<file path="src/ang_regs.svh">
`ifndef ANG_REGS_SVH
`define ANG_REGS_SVH

// management frame addressing
`define ANG_PHY_ADDR 5'h10
`define ANG_OP_READ 2'h2
`define ANG_OP_WRITE 2'h1

// register addresses
`define ANG_REG_ADVERT 5'h04
`define ANG_REG_PARTNER 5'h05
`define ANG_REG_EXPANSION 5'h06

// reset values
`define ANG_ADVERT_RESET 16'h01e1
`define ANG_PARTNER_RESET 16'h0000
`define ANG_EXPANSION_RESET 16'h0000

// writable bits of the advertisement word: 13, 10, 8..0
`define ANG_ADVERT_WMASK 16'h25ff
// stored bits of the partner base page: all but 12..11
`define ANG_PARTNER_MASK 16'he7ff

// field positions
`define ANG_BIT_NEXT_PAGE 15
`define ANG_BIT_ACK 14
`define ANG_BIT_T4 9
// reserved bits: 12..11 of advert and partner words, 15..5 of expansion
`define ANG_RSVD_LOW_MASK 16'h1800
`define ANG_RSVD_EXP_MASK 16'hffe0
`define ANG_EXP_PAR_FAULT 4
`define ANG_EXP_LP_NP_ABLE 3
`define ANG_EXP_NP_ABLE 2
`define ANG_EXP_NEW_PAGE_FLAG 1
`define ANG_EXP_LP_AN_ABLE 0

// frame field lengths less one, as down-counter start values
`define ANG_CNT_OP 4'h1
`define ANG_CNT_ADDR 4'h4
`define ANG_CNT_TA 4'h1
`define ANG_CNT_DATA 4'hf

`endif

</file>
<file path="src/ang_pkg.sv">
package ang_pkg;

    typedef enum logic [2:0] {
        ST_IDLE,
        ST_START,
        ST_OPCODE,
        ST_PHYAD,
        ST_REGAD,
        ST_TURN,
        ST_WRITE,
        ST_READ
    } ang_state_type;

endpackage : ang_pkg

</file>
<file path="src/ang_ability_regs.sv">
// Summary of operation
// advertised next-page bit always reads 0
// acknowledge bit sets once partner page accepted
// writable remote-fault advertisement bit, reset 0
// reserved bits written 0, read ignored
// writable pause advertisement bit, reset 0
// advertised T4 ability fixed at 0
// fast full and half bits writable, reset 1
// ten full and half bits writable
// writable selector field, resets to 00001
// advertisement word resets to 01e1
// partner next-page, ack, fault bits from page
// partner pause and T4 bits from page
// partner fast and ten duplex bits from page
// partner selector field from page, reset 0
// parallel-detection fault flag latches high
// expansion shows partner next-page ability
// own next-page ability reads 0
// page-received flag latches on new page
// partner auto-negotiation capable bit
// partner and expansion words reset zero
// latched bits clear on read or reset
// answers only frames for its PHY address
// opcode 10 reads, opcode 01 writes
// whole partner page updates in one cycle
`include "ang_regs.svh"

module ang_ability_regs
    import ang_pkg::*;
(
    // clock and reset
    input wire logic clock,
    input wire logic sys_rst,
    // management pins
    input wire logic mdc,
    input wire logic mdioIn,
    output logic mdioOut,
    output logic mdioOe,
    // auto-negotiation engine
    input wire logic pageAccept,
    input wire logic [15:0] pageWord,
    input wire logic parallelFault,
    input wire logic anRestart,
    // abilities to advertise
    output logic [15:0] advertWord
);

    function automatic logic [15:0] regRead(input logic [4:0] addr, input logic [15:0] adv,
        input logic [15:0] part, input logic [15:0] expn);
        logic [15:0] value;
        unique case (addr)
            `ANG_REG_ADVERT: value = adv;
            `ANG_REG_PARTNER: value = part;
            `ANG_REG_EXPANSION: value = expn;
            default: value = 16'h0000;
        endcase
        return value;
    endfunction : regRead

    logic mdcRise, bitIn;

    ang_mdc_sampler #(
        .STAGES(2)
    ) sampler (
        .clock(clock),
        .sys_rst(sys_rst),
        .mdc(mdc),
        .mdioIn(mdioIn),
        .mdcRise(mdcRise),
        .mdioBit(bitIn)
    );

    ang_state_type state_reg, state_next;
    logic [3:0] cnt_reg, cnt_next;
    logic [15:0] shift_reg, shift_next;
    logic [1:0] op_reg, op_next;
    logic [4:0] phy_reg, phy_next;
    logic [4:0] addr_reg, addr_next;
    logic mine_reg, mine_next;
    logic mdioOut_reg, mdioOut_next;
    logic mdioOe_reg, mdioOe_next;
    logic [15:0] advert_reg, advert_next;
    logic ackSeen_reg, ackSeen_next;
    logic [15:0] partner_reg, partner_next;
    logic parFault_reg, parFault_next;
    logic lpNpAble_reg, lpNpAble_next;
    logic pageRecv_reg, pageRecv_next;
    logic lpAnAble_reg, lpAnAble_next;
    logic [4:0] fullAddr;
    logic [15:0] wrData, advertView, expansionView;
    logic readFire, writeFire, readExp, wrAdvert;

    assign fullAddr = {addr_reg[3:0], bitIn};
    assign wrData = {shift_reg[14:0], bitIn};

    // next page never offered
    // t4 never offered
    // acknowledge shown over stored bits
    always_comb
    begin
        advertView = advert_reg & `ANG_ADVERT_WMASK;
        advertView[`ANG_BIT_ACK] = ackSeen_reg;
        advertView[`ANG_BIT_NEXT_PAGE] = 1'b0;
        expansionView = `ANG_EXPANSION_RESET;
        expansionView[`ANG_EXP_PAR_FAULT] = parFault_reg;
        expansionView[`ANG_EXP_LP_NP_ABLE] = lpNpAble_reg;
        // own next-page ability reads 0
        expansionView[`ANG_EXP_NP_ABLE] = 1'b0;
        expansionView[`ANG_EXP_NEW_PAGE_FLAG] = pageRecv_reg;
        expansionView[`ANG_EXP_LP_AN_ABLE] = lpAnAble_reg;
    end

    // frame decoder, advanced once per mdc rising edge
    always_comb
    begin
        state_next = state_reg;
        cnt_next = cnt_reg;
        shift_next = shift_reg;
        op_next = op_reg;
        phy_next = phy_reg;
        addr_next = addr_reg;
        mine_next = mine_reg;
        mdioOut_next = mdioOut_reg;
        mdioOe_next = mdioOe_reg;
        readFire = 1'b0;
        writeFire = 1'b0;
        if (mdcRise)
        begin
            unique case (state_reg)
                ST_IDLE:
                    // preamble optional: a zero on an idle line opens a frame
                    if (!bitIn)
                        state_next = ST_START;
                ST_START:
                    if (bitIn)
                    begin
                        state_next = ST_OPCODE;
                        cnt_next = `ANG_CNT_OP;
                    end
                ST_OPCODE:
                begin
                    op_next = {op_reg[0], bitIn};
                    cnt_next = cnt_reg - 4'h1;
                    if (cnt_reg == 4'h0)
                    begin
                        state_next = ST_PHYAD;
                        cnt_next = `ANG_CNT_ADDR;
                    end
                end
                ST_PHYAD:
                begin
                    phy_next = {phy_reg[3:0], bitIn};
                    cnt_next = cnt_reg - 4'h1;
                    if (cnt_reg == 4'h0)
                    begin
                        state_next = ST_REGAD;
                        cnt_next = `ANG_CNT_ADDR;
                    end
                end
                ST_REGAD:
                begin
                    addr_next = fullAddr;
                    cnt_next = cnt_reg - 4'h1;
                    if (cnt_reg == 4'h0)
                    begin
                        state_next = ST_TURN;
                        cnt_next = `ANG_CNT_TA;
                        // foreign frames are tracked but never answered
                        // only the two defined opcodes are served
                        mine_next = (phy_reg == `ANG_PHY_ADDR)
                            && ((op_reg == `ANG_OP_READ) || (op_reg == `ANG_OP_WRITE));
                        if (mine_next && (op_reg == `ANG_OP_READ))
                        begin
                            readFire = 1'b1;
                            shift_next = regRead(fullAddr, advertView, partner_reg, expansionView);
                        end
                    end
                end
                ST_TURN:
                begin
                    cnt_next = cnt_reg - 4'h1;
                    if (mine_reg && (op_reg == `ANG_OP_READ))
                    begin
                        // first turnaround bit undriven, second driven low
                        mdioOe_next = 1'b1;
                        mdioOut_next = 1'b0;
                        if (cnt_reg == 4'h0)
                        begin
                            mdioOut_next = shift_reg[15];
                            shift_next = {shift_reg[14:0], 1'b0};
                        end
                    end
                    if (cnt_reg == 4'h0)
                    begin
                        cnt_next = `ANG_CNT_DATA;
                        state_next = (op_reg == `ANG_OP_READ) ? ST_READ : ST_WRITE;
                    end
                end
                ST_WRITE:
                begin
                    shift_next = wrData;
                    cnt_next = cnt_reg - 4'h1;
                    if (cnt_reg == 4'h0)
                    begin
                        state_next = ST_IDLE;
                        writeFire = mine_reg && (op_reg == `ANG_OP_WRITE);
                    end
                end
                ST_READ:
                begin
                    cnt_next = cnt_reg - 4'h1;
                    if (cnt_reg == 4'h0)
                    begin
                        state_next = ST_IDLE;
                        mdioOe_next = 1'b0;
                    end
                    else if (mdioOe_reg)
                    begin
                        mdioOut_next = shift_reg[15];
                        shift_next = {shift_reg[14:0], 1'b0};
                    end
                end
            endcase
        end
    end

    always_ff @(posedge clock or posedge sys_rst)
    begin
        if (sys_rst)
        begin
            state_reg <= ST_IDLE;
            cnt_reg <= 4'h0;
            shift_reg <= 16'h0000;
            op_reg <= 2'h0;
            phy_reg <= 5'h00;
            addr_reg <= 5'h00;
            mine_reg <= 1'b0;
            mdioOut_reg <= 1'b0;
            mdioOe_reg <= 1'b0;
        end
        else
        begin
            state_reg <= state_next;
            cnt_reg <= cnt_next;
            shift_reg <= shift_next;
            op_reg <= op_next;
            phy_reg <= phy_next;
            addr_reg <= addr_next;
            mine_reg <= mine_next;
            mdioOut_reg <= mdioOut_next;
            mdioOe_reg <= mdioOe_next;
        end
    end

    assign readExp = readFire && (fullAddr == `ANG_REG_EXPANSION);
    assign wrAdvert = writeFire && (addr_reg == `ANG_REG_ADVERT);

    // register contents
    always_comb
    begin
        advert_next = advert_reg;
        partner_next = partner_reg;
        lpNpAble_next = lpNpAble_reg;
        lpAnAble_next = lpAnAble_reg;
        // remote fault, R5: pause, R7: fast modes, R8: ten modes, R9: selector
        // reserved and fixed bits are not stored
        if (wrAdvert)
            advert_next = wrData & `ANG_ADVERT_WMASK;
        // restart withdraws the acknowledge, a new page wins over it
        ackSeen_next = (ackSeen_reg && !anRestart) || pageAccept;
        // all partner fields move together with the flag
        if (pageAccept)
        begin
            // np, ack, fault; R12: pause, t4; R13: duplex; R14: selector
            partner_next = pageWord & `ANG_PARTNER_MASK;
            // partner next-page ability
            lpNpAble_next = pageWord[`ANG_BIT_NEXT_PAGE];
            // a base page proves the partner negotiates
            lpAnAble_next = 1'b1;
        end
        // page received latches
        // read clears, set wins in the same cycle
        pageRecv_next = (pageRecv_reg && !readExp) || pageAccept;
        // parallel detection fault latches
        parFault_next = (parFault_reg && !readExp) || parallelFault;
    end

    // advertisement default
    // partner and expansion zero
    always_ff @(posedge clock or posedge sys_rst)
    begin
        if (sys_rst)
        begin
            advert_reg <= `ANG_ADVERT_RESET;
            ackSeen_reg <= 1'b0;
            partner_reg <= `ANG_PARTNER_RESET;
            parFault_reg <= 1'b0;
            lpNpAble_reg <= 1'b0;
            pageRecv_reg <= 1'b0;
            lpAnAble_reg <= 1'b0;
        end
        else
        begin
            advert_reg <= advert_next;
            ackSeen_reg <= ackSeen_next;
            partner_reg <= partner_next;
            parFault_reg <= parFault_next;
            lpNpAble_reg <= lpNpAble_next;
            pageRecv_reg <= pageRecv_next;
            lpAnAble_reg <= lpAnAble_next;
        end
    end

    assign mdioOut = mdioOut_reg;
    assign mdioOe = mdioOe_reg;
    assign advertWord = advertView;
endmodule : ang_ability_regs

</file>
<file path="src/ang_mdc_sampler.sv">
module ang_mdc_sampler #(
    parameter int STAGES = 2
)
(
    // clock and reset
    input wire logic clock,
    input wire logic sys_rst,
    // pins from the management link
    input wire logic mdc,
    input wire logic mdioIn,
    // sampled view
    output logic mdcRise,
    output logic mdioBit
);

    if (STAGES < 2)
    begin : g_bad_stages
        $error("ang_mdc_sampler needs at least two stages");
    end

    logic [STAGES-1:0] mdcSync_reg;
    logic [STAGES-1:0] mdcSync_next;
    logic [STAGES-1:0] mdioSync_reg;
    logic [STAGES-1:0] mdioSync_next;
    logic mdcLast_reg;
    logic mdcLast_next;

    always_comb
    begin
        mdcSync_next = {mdcSync_reg[STAGES-2:0], mdc};
        mdioSync_next = {mdioSync_reg[STAGES-2:0], mdioIn};
        mdcLast_next = mdcSync_reg[STAGES-1];
    end

    // idle level of mdio is high and a reset high on mdc cannot fake a rise, so reset to ones
    always_ff @(posedge clock or posedge sys_rst)
    begin
        if (sys_rst)
        begin
            mdcSync_reg <= '1;
            mdioSync_reg <= '1;
            mdcLast_reg <= 1'b1;
        end
        else
        begin
            mdcSync_reg <= mdcSync_next;
            mdioSync_reg <= mdioSync_next;
            mdcLast_reg <= mdcLast_next;
        end
    end

    assign mdcRise = mdcSync_reg[STAGES-1] & ~mdcLast_reg;
    assign mdioBit = mdioSync_reg[STAGES-1];

endmodule : ang_mdc_sampler

</file>
<file path="config.mk">
export PLATFORM = sky130hd
export DESIGN_NAME = ang_ability_regs
export DESIGN_NICKNAME = d
export VERILOG_FILES = /design/src/ang_pkg.sv /design/src/ang_ability_regs.sv /design/src/ang_mdc_sampler.sv
export VERILOG_INCLUDE_DIRS = /design/src /design/src/src
export SDC_FILE = /design/constraint.sdc
export NUM_CORES = 1
export LEC_CHECK = 0
export BUFFER_PORTS_ARGS = -buffer_cell sky130_fd_sc_hd__buf_4
export CAP_MARGIN = 25
export CELL_PAD_IN_SITES_DETAIL_PLACEMENT = 0
export CELL_PAD_IN_SITES_GLOBAL_PLACEMENT = 1
export CORE_MARGIN = 1
export CORE_UTILIZATION = 47
export CTS_CLUSTER_SIZE = 20
export DETAILED_ROUTE_END_ITERATION = 16
export PLACE_DENSITY_LB_ADDON = 0.1
export SLEW_MARGIN = 10
export SYNTH_ARGS = -nofsm -noshare
export SYNTH_HDL_FRONTEND = slang
export SYNTH_SLANG_ARGS = --single-unit
</file>
<file path="constraint.sdc">
create_clock -name clock -period 2.46 [get_ports clock]
set_input_delay 0.246 -clock clock [delete_from_list [all_inputs] [get_ports clock]]
set_output_delay 0.246 -clock clock [all_outputs]
set_load 0.03 [all_outputs]
</file>
=== Yosys cells after proc, flatten, opt, wreduce, memory -nomap -nowiden ===
Index checks and enable logic that the tools add are counted.

* Equality and inequality tests: 26
* Bitwise operators: 2
* Add/sub/neg operators: 1
* Multiplexer cells: 37
* Reduce and logical (&&, ||, !) cells: 31

{| class="wikitable"
|+ Operators with widths
! kind !! count
|-
| 2-to-1 mux 16 bit || 6
|-
| case mux 16 bit (4 select lines) || 1
|-
| case mux 16 bit (3 select lines) || 1
|-
| 2-to-1 mux 3 bit || 7
|-
| case mux 3 bit (7 select lines) || 1
|-
| equality test 5 x 3 -> 1 bit, second input constant || 4
|-
| != test 2 bit, second input constant || 10
|-
| case mux 4 bit (5 select lines) || 1
|-
| 2-to-1 mux 4 bit || 4
|-
| AND reduction 8 bit || 2
|-
| 2-to-1 mux 1 bit || 14
|-
| equality test 3 bit, second input constant || 4
|-
| logical AND 1 bit || 9
|-
| equality test 3 x 2 -> 1 bit, second input constant || 2
|-
| AND reduction 2 bit || 3
|-
| AND reduction 3 bit || 2
|-
| equality test 5 bit, second input constant || 1
|-
| AND reduction 5 bit || 1
|-
| nonzero test 5 bit || 1
|-
| zero test 4 bit || 1
|-
| logical OR 1 bit || 4
|-
| != test 2 x 1 -> 1 bit, second input constant || 2
|-
| case mux 1 bit (2 select lines) || 2
|-
| AND reduction 4 bit || 1
|-
| 11 further kinds || 13
|}

* Output and inout port bits: 18
* Register bits: 73
* Logic and storage cells: 116
* Bits of input ports: 23

=== Depth between registers and ports, before layout ===
Gate-level depths: netlist (run 1).

* Depth after elaboration: 12
* Gate-level depth with buffers: 8
* Gate-level depth less buffers: 6

=== By module ===
A second synthesis (run 1) with hierarchy kept.

* Cell total of the unflattened synthesis: 296
* Area total of the unflattened synthesis: 3499.6 um^2

{| class="wikitable"
|+ Modules (own cells, without submodules)
! module !! times used !! cells each !! area an instance (um^2) !! seq. area each (um^2)
|-
| ang_ability_regs || 1 || 289 || 3350.7 || 1682.9
|-
| ang_mdc_sampler || 1 || 7 || 148.9 || 131.4
|}

=== Least setup slack after synthesis (run 1) ===
Ideal clock, no wire load.

* Path type: flip-flop to flip-flop
* Start point: register cnt_reg[0]
* End point: register shift_reg[0]
* Stages on the path, launching flop included: 9
* Buffers on the path: 2
* Period minus slack after synthesis: 2.216 ns
* Library setup time: 0.125 ns
* Arrival: 2.090 ns
* Path slack: 0.244 ns
* Required time: 2.335 ns
* Cells stage by stage: dfrtp_1 > inv_1 > ha_1 > or3b_1 > buf_6 > mux2i_4 > o221ai_4 > buf_6 > mux2_4

* Cells in the longest elaborated chain, start to end: 3
* Elaborated cells between the ends (all ways): 5
* Those cells by class: eq/ne: 3; reduce/logical: 2

{| class="wikitable"
|+ Ends and longest elaborated chain
! item !! RTL line !! source
|-
| from (decl) || ang_ability_regs.sv:74 || <nowiki>logic [3:0] cnt_reg, cnt_next;</nowiki>
|-
| from (signal assigned) || ang_ability_regs.sv:244 || <nowiki>cnt_reg <= cnt_next;</nowiki>
|-
| zero test 4 bit (*) || ang_ability_regs.sv:164, ang_ability_regs.sv:187, ang_ability_regs.sv:212 ||
|-
| != test 2 bit (no source line) || - ||
|-
| AND reduction 8 bit (no source line) (*) || - ||
|-
| to (signal assigned) || ang_ability_regs.sv:245 || <nowiki>shift_reg <= shift_next;</nowiki>
|-
| to (decl) || ang_ability_regs.sv:75 || <nowiki>logic [15:0] shift_reg, shift_next;</nowiki>
|}

Mark *: on every way between the ends. The rest lies on a longest branch, timed or not.
A chain may end at the register's enable or synchronous reset.

=== Worst setup path after layout (run 1) ===
* Start point: register cnt_reg[0]
* End point: register shift_reg[15]

Same word-level chain as after synthesis.

==> impl_results.md, run 1 <==
- Vias: 2282
- Internal power component: 2.19 mW
- Comb pwr share: 0.257
- Worst-Margin Slew: 0.627 ns
- Final hold vios: 0
- Largest delay share family, worst path: multiplexers
- Setup TNS: 0 ns
- Seq cells post-synth: 72
- Final #Nets: 347
- Setup bufs post-CTS: 0
- Core area: 6980 um^2
- Hold Crit Class: in2reg
- Number of max-cap violations: 0
- Library cells used by synthesis: 51
- CP cell instances: inv_1 > ha_1 > or3b_1 > mux2i_4 > o221ai_4 > buf_12 > mux2_2
- Seq/Total Area, Yosys: 0.522
- DR vias/cell: 5.41
- Commonest register cell after synthesis: dfrtp_1
- Worst setup SP type: flip-flop
- Mean Syn Cell Area: 12.3 um^2
- DP Worst Slack: 0.236 ns
- GR Util All Layers: 0.197
- Avg WL per Cell: 15.9 um
- Most common cell in the netlist: dfrtp_1
- EDFF count, synth: 0
- Outcome: finished clean
- Die H: 88.0 um
- IO Count: 41
- Pre-Repair DR Iteration Count: 4
- Final ANT Viol Nets: 0
- Placed Cells: 403
- Post-Layout Cell Count: 422
- Final Max Tran Viols: 0
- Synth Instances: 282
- CTS Root Cell: clkbuf_8
- Clock share of power: 0.285
- Asr flop ratio synth: 1.00
- Worst-case clock buffer depth: 2
- LEAKAGE: 1.87 nW
- Dpl hpwl: 4.61 mm
- Reg clk slew, reported paths: 0.08 ns
- Initial Util: 0.498
- WS Path Type: reg2reg
- Initial antenna violation count: 0
- Routability cong.: 0.810
- Global route overflow: 0
- Die ar.: 7740 um^2
- Yosys warnings: 0
- Slowest-stage cell, CP: or3b_1
- Reg power frac: 0.458
- DR iter-0 viols: 120
- Share of layout cells above drive strength 1: 0.380
- Drt total wl: 6.71 mm
- First-pass GRT wire length: 11.3 mm
- Htree depth: 3
- Top post-synthesis cells by count: 62 x dfrtp_1, 42 x mux2_2, 18 x nand2_1
- Slew margin rel.: 0.581
- Fmax: 441 MHz
- Clock tree sinks: 72
- N_diodes: 0
- Area contributors post-synth: dfrtp_1 45%, mux2_2 14%, dfstp_2 7.6%
- Worst-Skew Late Latency: 0.35 ns
- Crit path largest cell delay: 0.43 ns
- Mapped Area: 3480 um^2
- Arrival time at the worst endpoint: 2.50 ns
- Port Buffer Count: 34
- Synth top area share: 0.446
- Synth area leader: dfrtp_1
- Area Growth Syn to Fin: 17.0%
- Critical-path maximum fanout: 16
- Worst setup EP type: flip-flop
- Largest net degree at the start of global routing: 30
- Worst path bufs/invs: 2
- Sw Pwr: 1.11 mW
- Vias in the first global route: 2294
- Sw frac: 0.337
- Worst VDD drop: 494 uV
- Die span in x: 88.0 um
- Hold buffers post-CTS: 3
- Setup slack after layout: 0.191 ns
- Post_cts resized: 0
- # rows: 30
- Period minus WS final: 2.27 ns
- Final setup viols: 0
- DRC violations left: 0
- Final period utilization: 0.922
- Max FFs per register: 16
- Power per Cell Area: 814 nW/um^2
- Total CTS buffers: 9
- CTS tree: done
- Req. time, crit path: 2.69 ns
- RSZ-0062 raised after global routing: no
- Post-Route Skew: 0.00836 ns
[cell families (layout without fill, tap and decap cells)]
family | after synthesis | after routing | synth area share
other | 1 | 4 | 0.00108
xor gates and xnor gates | 1 | 1 | 0.00252
muxes | 67 | 67 | 0.222
AOI/OAI and AO/OA | 48 | 48 | 0.106
adders and majority gates | 3 | 3 | 0.0108
DFF | 72 | 72 | 0.522
buffers and inverters | 34 | 75 | 0.0475
and+or+nand+nor | 56 | 56 | 0.0875
[cell type report]
cell class	instances	area, um^2
multi-input combinational	179	1510
fill	624	2920
tap	96	120
clock buffer	11	141
sequential	72	1810
clock inverter	5	56.3
timing repair buffer	46	378
inverter	13	48.8
[stage by stage]
stage | power [mW] | util | hold slack (ns) | instance area, um^2
2_1_floorplan | 2.16 | - | 0.250 | 3490
3_3_place_gp | 2.37 | 0.550 | 0.346 | 3840
3_5_place_dp | 2.38 | 0.550 | 0.347 | 3840
4_1_cts | 3.33 | 0.582 | 0.0851 | 4070
5_1_grt | 3.50 | 0.582 | 0.0947 | 4070
6_report | 3.31 | 0.582 | 0.101 | 4070
[routing by layer]
| metal | vias up | track usage | wire length (um) |
|---|---|---|---|
| met5 | - | 0 | 0 |
| met2 | 40 | 0.289 | 2940 |
| met1 | 1137 | 0.281 | 3440 |
| li1 | 1093 | - | - |
| met3 | 12 | 0.0339 | 200 |
| met4 | 0 | 0.0984 | 140 |
[worst register-to-register path: cells and delay by family (launching register included)]
kind	cells	cell delay [ns]
buffers and inverters	2	0.29
AOI/OAI and AO/OA	1	0.21
DFF	1	0.42
and+or+nand+nor	1	0.43
muxes	2	0.58
adders and majority gates	1	0.22
[cell usage in the layout (no fill, tap or decap), types with 3 or more instances in the layout]
| cell | netlist | routed |
|---|---|---|
| a21oi_1 | 5 | 5 |
| conb_1 | 1 | 4 |
| o31ai_1 | 4 | 4 |
| nor3_1 | 3 | 3 |
| dfstp_2 | 10 | 10 |
| inv_1 | 13 | 12 |
| ha_1 | 3 | 3 |
| a32o_1 | 4 | 4 |
| a21o_1 | 4 | 4 |
| o21ai_0 | 12 | 12 |
| mux2i_1 | 15 | 15 |
| a22o_1 | 4 | 4 |
| nor2b_1 | 4 | 4 |
| dlygate4sd3_1 | 0 | 3 |
| clkbuf_8 | 0 | 10 |
| nor2_1 | 7 | 7 |
| mux2_4 | 7 | 7 |
| nor4b_1 | 3 | 3 |
| buf_4 | 5 | 41 |
| dfrtp_1 | 62 | 62 |
| nand2_1 | 18 | 18 |
| o2bb2ai_1 | 4 | 4 |
| nand3_1 | 3 | 3 |
| mux2_2 | 42 | 42 |
[path summary, 6_finish.rpt]
kind,to,slack (ns),startpoint,cells after the start
worst max-delay path,shift_reg[15],0.19,cnt_reg[0],7
worst min-delay path,parFault_reg,0.10,parallelFault,2
worst max register to register,shift_reg[15],0.19,cnt_reg[0],7
worst min register to register,sampler.mdcSync_reg[1],0.36,sampler.mdcSync_reg[0],0
max in group asynchronous,sampler.mdcSync_reg[0],1.18,sys_rst,4
min in group asynchronous,shift_reg[12],0.54,sys_rst,3
[power by group through the flow]
stage / Sequential, mW / Clock [mW] / Combinational, mW
finish: 1.51 / 0.942 / 0.852
global placement: 1.53 / 0 / 0.835
CTS: 1.51 / 0.963 / 0.856
floorplan: 1.42 / 0 / 0.736
global route: 1.54 / 1.01 / 0.953
detailed placement: 1.54 / 0 / 0.841
Note: power is estimated with default switching activity, not from simulation.
==> run 2, diff against run 1 <==
--- a/config.mk
+++ b/config.mk
@@ -6,12 +6,12 @@
 export SDC_FILE = /design/constraint.sdc
 export NUM_CORES = 1
 export LEC_CHECK = 0
+export ABC_AREA = 1
 export BUFFER_PORTS_ARGS = -buffer_cell sky130_fd_sc_hd__buf_4
 export CAP_MARGIN = 25
 export CELL_PAD_IN_SITES_DETAIL_PLACEMENT = 0
 export CELL_PAD_IN_SITES_GLOBAL_PLACEMENT = 1
-export CORE_MARGIN = 1
-export CORE_UTILIZATION = 47
+export CORE_UTILIZATION = 43
 export CTS_CLUSTER_SIZE = 20
 export DETAILED_ROUTE_END_ITERATION = 16
 export PLACE_DENSITY_LB_ADDON = 0.1
==> run 2 against run 1 <==
Effect of this change: register-to-register slack improved by 0.33 ns; wire length rose by 24%; sequential share of layout area is 0.81 points lower; cell area rose by 1.8%; worst setup slack better by 0.33 ns; global-route usage increased by 1.5 points; synthesized cell count is 59% higher; via count increased by 30%; combinational power is 21% higher; area after synthesis grew 3.8%; sequential power increased by 3%; critical endpoint is now shift_reg[11].
==> impl_results.md, run 2 <==
- Outcome: finished clean
- CTS tree: done
- # rows: 33
- LEAKAGE: 2.06 nW
- Worst-case clock buffer depth: 2
- Final setup viols: 0
- Setup bufs post-CTS: 0
- Hold Crit Start: parallelFault
- GR Util All Layers: 0.211
- DR iter-0 viols: 128
- Worst VDD drop: 366 uV
- Post-Layout Cell Count: 592
- Reg2reg path depth: 9
- Period minus WS final: 1.94 ns
- Die span in x: 93.6 um
- Routing usage on met1: 0.267
- Worst-Skew Late Latency: 0.34 ns
- Mean Syn Cell Area: 8.04 um^2
- Power per Cell Area: 876 nW/um^2
- EDFF count, synth: 0
- Final Util: 0.507
- Initial Util: 0.441
- Area contributors post-synth: dfrtp_1 43%, nand2_1 15%, dfstp_2 7.3%
- Most common cell in the netlist: nand2_1
- Hold path cells: 2
- Worst setup SP type: flip-flop
- Area used by multi-input combinational logic: 1460 um^2
- Largest delay share family, worst path: simple AND/OR/NAND/NOR gates
- Worst setup EP type: flip-flop
- Yosys warnings: 0
- Share of layout cells above drive strength 1: 0.181
- Routability cong.: 0.797
- Max FFs per register: 16
- Final Max Tran Viols: 0
- Commonest non-fill, non-tap cell in the layout: nand2_1
- IO Count: 41
- Seq cells post-synth: 72
- Met2 Use GR: 0.363
- Final #Nets: 508
- Setup TNS: 0 ns
- Clock tree sinks: 72
- Largest net degree at the start of global routing: 27
- Met3 Usage GRT: 0.0309
- Critical path depth: 9
- DR vias/cell: 5.00
- Leading cell types in the layout, fill and taps excluded: 140 x nand2_1, 62 x dfrtp_1, 42 x o21ai_0
- Pre-Repair DR Iteration Count: 4
- Asr flop ratio synth: 1.00
- Die H: 93.6 um
- Htree depth: 3
- N_diodes: 0
- Commonest register cell after synthesis: dfrtp_1
- Final hold vios: 0
- Seq. cell area: 1810 um^2
- Synth Instances: 449
- Post_cts resized: 0
- Vias in the first global route: 2950
- Mapped Area: 3610 um^2
- Fill count: 832
- Critical-path maximum fanout: 17
- Synth top area share: 0.430
- Slowest-stage cell, CP: dfrtp_1
- Die ar.: 8760 um^2
- Final hold slack: 0.102 ns
- WHS Endpoint: parFault_reg
- Top post-synthesis cells by count: 140 x nand2_1, 62 x dfrtp_1, 42 x inv_1, 42 x o21ai_0, 24 x nor2_1
- Port Buffer Count: 34
- R2R Setup Slk: 0.52 ns
- Fmax: 517 MHz
- Vias: 2959
- Tot Pwr: 3.63 mW
- Avg WL per Cell: 14.1 um
- FF-to-FF Start: cnt_reg[0]
- WS Path Type: reg2reg
- Most Used Layer, Global Route: met2
- Library cells used by synthesis: 31
- Core area: 8180 um^2
- Global route overflow: 0
- Arrival time at the worst endpoint: 2.15 ns
- Most common cell on crit path: nand2_2
- Req. time, crit path: 2.67 ns
- Seq/Total Area, Yosys: 0.503
- Worst path bufs/invs: 1
- Final period utilization: 0.787
- Area Growth Syn to Fin: 14.8%
- Reg-to-Reg End: shift_reg[11]
- RSZ-0062 raised after global routing: no
- Post-Route Skew: 0.0118 ns
- Reg clk slew, reported paths: 0.08 ns
- First-pass GRT wire length: 14.1 mm
- DRC violations left: 0
- Synth area leader: dfrtp_1
- Crit path largest cell delay: 0.37 ns
- CP cell instances: inv_1 > ha_1 > nand2_2 > nor2_4 > nor2_1 > nand2_1 > nand2_2 > nor2_8 > o21ai_0
- Drt total wl: 8.33 mm
- Total CTS buffers: 9
- Initial antenna violation count: 0
- CTS Root Cell: clkbuf_8
- Final ANT Viol Nets: 0
- Number of max-cap violations: 0
- Dpl hpwl: 5.83 mm
- Hold Crit Class: in2reg
- Placed Cells: 573
run 2: changes by cell type in the layout (fill, tap and decap cells not counted), sizes merged, moves of 16 or more:
| cell | change |
|---|---|
| nand2 | +128 |
| mux2i | -16 |
| inv | +37 |
| nand4 | +20 |
| mux2 | -51 |
| nand3 | +19 |
| nor2 | +23 |
| o21ai | +51 |
run 2: layout make-up:
cell class / count / area share
clock inverters: 3 / 0.0157
flip-flops and latches: 72 / 0.438
inverters: 50 / 0.0453
well taps: 105 / 0.0317
clock buffers: 13 / 0.0360
multi-input cells: 306 / 0.353
repair buffers: 43 / 0.0798
run 2: how the worst max path moves through the flow:
stage	slack [ns]	from	endpoint
floorplan	0.41	sys_rst	ackSeen_reg
global placement	0.55	cnt_reg[0]	shift_reg[11]
detailed placement	0.54	cnt_reg[0]	shift_reg[11]
CTS	0.50	cnt_reg[0]	shift_reg[11]
global route	0.34	cnt_reg[0]	shift_reg[4]
finish	0.52	cnt_reg[0]	shift_reg[11]
run 2: power breakdown:
part	internal, mW	switching [mW]	leakage (nW)	total [mW]
Sequential	1.38	0.189	0.901	1.56
Clock	0.600	0.433	0.108	1.03
Combinational	0.314	0.718	1.05	1.03
run 2: cell families (layout without fill, tap and decap cells):
| kind of cell | count (synthesis) | in the layout | synth area share |
|---|---|---|---|
| other cells | 1 | 4 | 0.00104 |
| buf+inv | 74 | 109 | 0.0947 |
| fa+ha+maj | 3 | 3 | 0.0104 |
| flops | 72 | 72 | 0.503 |
| simple gates | 223 | 223 | 0.282 |
| xor+xnor | 2 | 2 | 0.00486 |
| compound gates | 74 | 74 | 0.104 |
run 2: repair_timing:
item                       4_1_cts  5_1_grt
hold buffers                     2        1
hold endpoints to repair        16        1
setup endpoints to repair        0        0
run 2: through the flow:
stage          setup slack, ns  area (um^2)
3_3_place_gp             0.552         3900
2_1_floorplan            0.406         3620
6_report                 0.525         4140
3_5_place_dp             0.536         3900
4_1_cts                  0.503         4130
5_1_grt                  0.339         4140
run 2: layer usage:
metal / vias to the layer above / part of all wire
met5: - / 0
met4: 0 / 0.012
met3: 8 / 0.031
met2: 50 / 0.50
met1: 1403 / 0.46
li1: 1498 / -
==> run 3, diff against run 2 <==
==> constraint.sdc (replaced) <==
create_clock -name clock -period 2 [get_ports clock]
set_input_delay 0.2 -clock clock [delete_from_list [all_inputs] [get_ports clock]]
set_output_delay 0.2 -clock clock [all_outputs]
set_load 0.03 [all_outputs]
==> run 3 against run 2 <==
Effect of this change: core utilization rose by 0.34 points; maximum frequency increased by 9.9%; cell count up 1.0%; sequential share of layout area decreased by 0.29 points; via count barely moved; largest cell class unchanged; die area unchanged.
==> impl_results.md, run 3 (same netlist as run 2, synthesis figures left out) <==
- Worst VDD drop: 320 uV
- Post_cts resized: 0
- Reg2reg path depth: 10
- R2R Setup Slk: 0.24 ns
- Pre-Repair DR Iteration Count: 4
- Post-Layout Cell Count: 598
- Req. time, crit path: 2.23 ns
- Clock tree sinks: 72
- N_diodes: 0
- # rows: 33
- LEAKAGE: 2.07 nW
- Htree depth: 3
- Worst-Skew Late Latency: 0.34 ns
- Avg WL per Cell: 13.7 um
- Outcome: finished clean
- Final #Nets: 514
- Placed Cells: 579
- Routability cong.: 0.812
- Critical-path maximum fanout: 11
- Commonest non-fill, non-tap cell in the layout: nand2_1
- Post-Route Skew: 0.00742 ns
- Final Util: 0.510
- Final Cell Area: 4170 um^2
- Final period utilization: 0.881
- Area Growth Syn to Fin: 15.5%
- Fmax: 568 MHz
- Share of layout cells above drive strength 1: 0.193
- DR vias/cell: 4.94
- FF-to-FF Start: cnt_reg[0]
- Port Buffer Count: 34
- First-pass GRT wire length: 13.8 mm
- Worst setup SP type: flip-flop
- Initial Util: 0.441
- Initial antenna violation count: 0
- IO Count: 41
- Slew margin rel.: 0.568
- Worst-case clock buffer depth: 2
- Total CTS buffers: 9
- Die ar.: 8760 um^2
- Final hold slack: 0.0504 ns
- Global route overflow: 0
- Largest net degree at the start of global routing: 31
- Final ANT Viol Nets: 0
- Dpl hpwl: 5.85 mm
- Period minus WS final: 1.76 ns
- Worst Setup EP: shift_reg[3]
- Max FFs per register: 16
- CTS tree: done
- Final hold vios: 0
- Worst-Margin Slew: 0.647 ns
- Arrival time at the worst endpoint: 1.99 ns
- Vias in the first global route: 2823
- Number of max-cap violations: 0
- Setup TNS: 0 ns
- DP Area: 3970 um^2
- Reg clk slew, reported paths: 0.08 ns
- Final Max Tran Viols: 0
- Worst setup EP type: flip-flop
- Reg-to-Reg End: shift_reg[3]
- Crit path largest cell delay: 0.33 ns
- CTS Root Cell: clkbuf_8
- Power per Cell Area: 1030 nW/um^2
- DRC violations left: 0
- RSZ-0062 raised after global routing: no
- Final setup viols: 0
- Die span in x: 93.6 um
- Core area: 8180 um^2
- WS Path Type: reg2reg
- GR Util All Layers: 0.207
- Vias: 2957
- Die H: 93.6 um
- Slowest-stage cell, CP: dfrtp_1
- CP startpoint: cnt_reg[0]
- CP cell instances: inv_1 > ha_1 > nand2_2 > nor2_4 > buf_4 > nand2_2 > nand3_4 > buf_4 > o21ai_1 > nand2_1
- Leading cell types in the layout, fill and taps excluded: 140 x nand2_1, 62 x dfrtp_1, 44 x buf_4
- Drt total wl: 8.17 mm
- DR iter-0 viols: 134
- Hold Crit Class: in2reg
[run 3: timing repair]
item | 4_1_cts | 5_1_grt
hold buffers | 3 | 0
setup buffers | 0 | 0
hold endpoints to repair | 24 | 0
[run 3: critical path, delay by kind of cell, from the launching register on]
family | cells | cell delay [ns]
AOI/OAI and AO/OA | 1 | 0.13
buffers and inverters | 3 | 0.45
adders and majority gates | 1 | 0.24
DFF | 1 | 0.33
and+or+nand+nor | 5 | 0.50
[run 3: worst min-delay path by stage]
stage	from	to	depth (start not counted)
final	anRestart	ackSeen_reg	2
after global routing	pageWord[0]	partner_reg[0]	3
after CTS	anRestart	ackSeen_reg	2
after detailed placement	mdc	sampler.mdcSync_reg[0]	1
after global placement	mdc	sampler.mdcSync_reg[0]	1
after floorplan	mdc	sampler.mdcSync_reg[0]	0
[run 3: layout make-up]
cell class | instances | area (um^2)
sequential | 72 | 1810
inverter | 50 | 191
clock buffer | 12 | 145
fill | 802 | 4010
tap | 105 | 131
multi-input combinational | 306 | 1460
clock inverter | 4 | 22.5
timing repair buffer | 49 | 400
[run 3: per-stage QoR]
| step | setup slack [ns] | power [mW] |
|---|---|---|
| after global routing | 0.0927 | 4.60 |
| final | 0.239 | 4.28 |
| after detailed placement | 0.263 | 3.29 |
| after CTS | 0.243 | 4.32 |
| after global placement | 0.270 | 3.27 |
| after floorplan | 0.462 | 2.94 |
[run 3: layer usage]
layer  up-vias  routed length, um  GRT usage
met5         -                  0          0
met2        48               3850      0.331
li1       1509                  -          -
met3         6                275     0.0439
met1      1394               3980      0.283
met4         0                 61     0.0577
[run 3: where the power goes]
group,total (mW),leakage (nW),switching (mW),internal [mW]
clock,1.02,0.0861,0.540,0.479
sequential,1.92,0.901,0.232,1.69
combinational,1.34,1.09,0.897,0.440
total,4.28,2.07,1.67,2.61
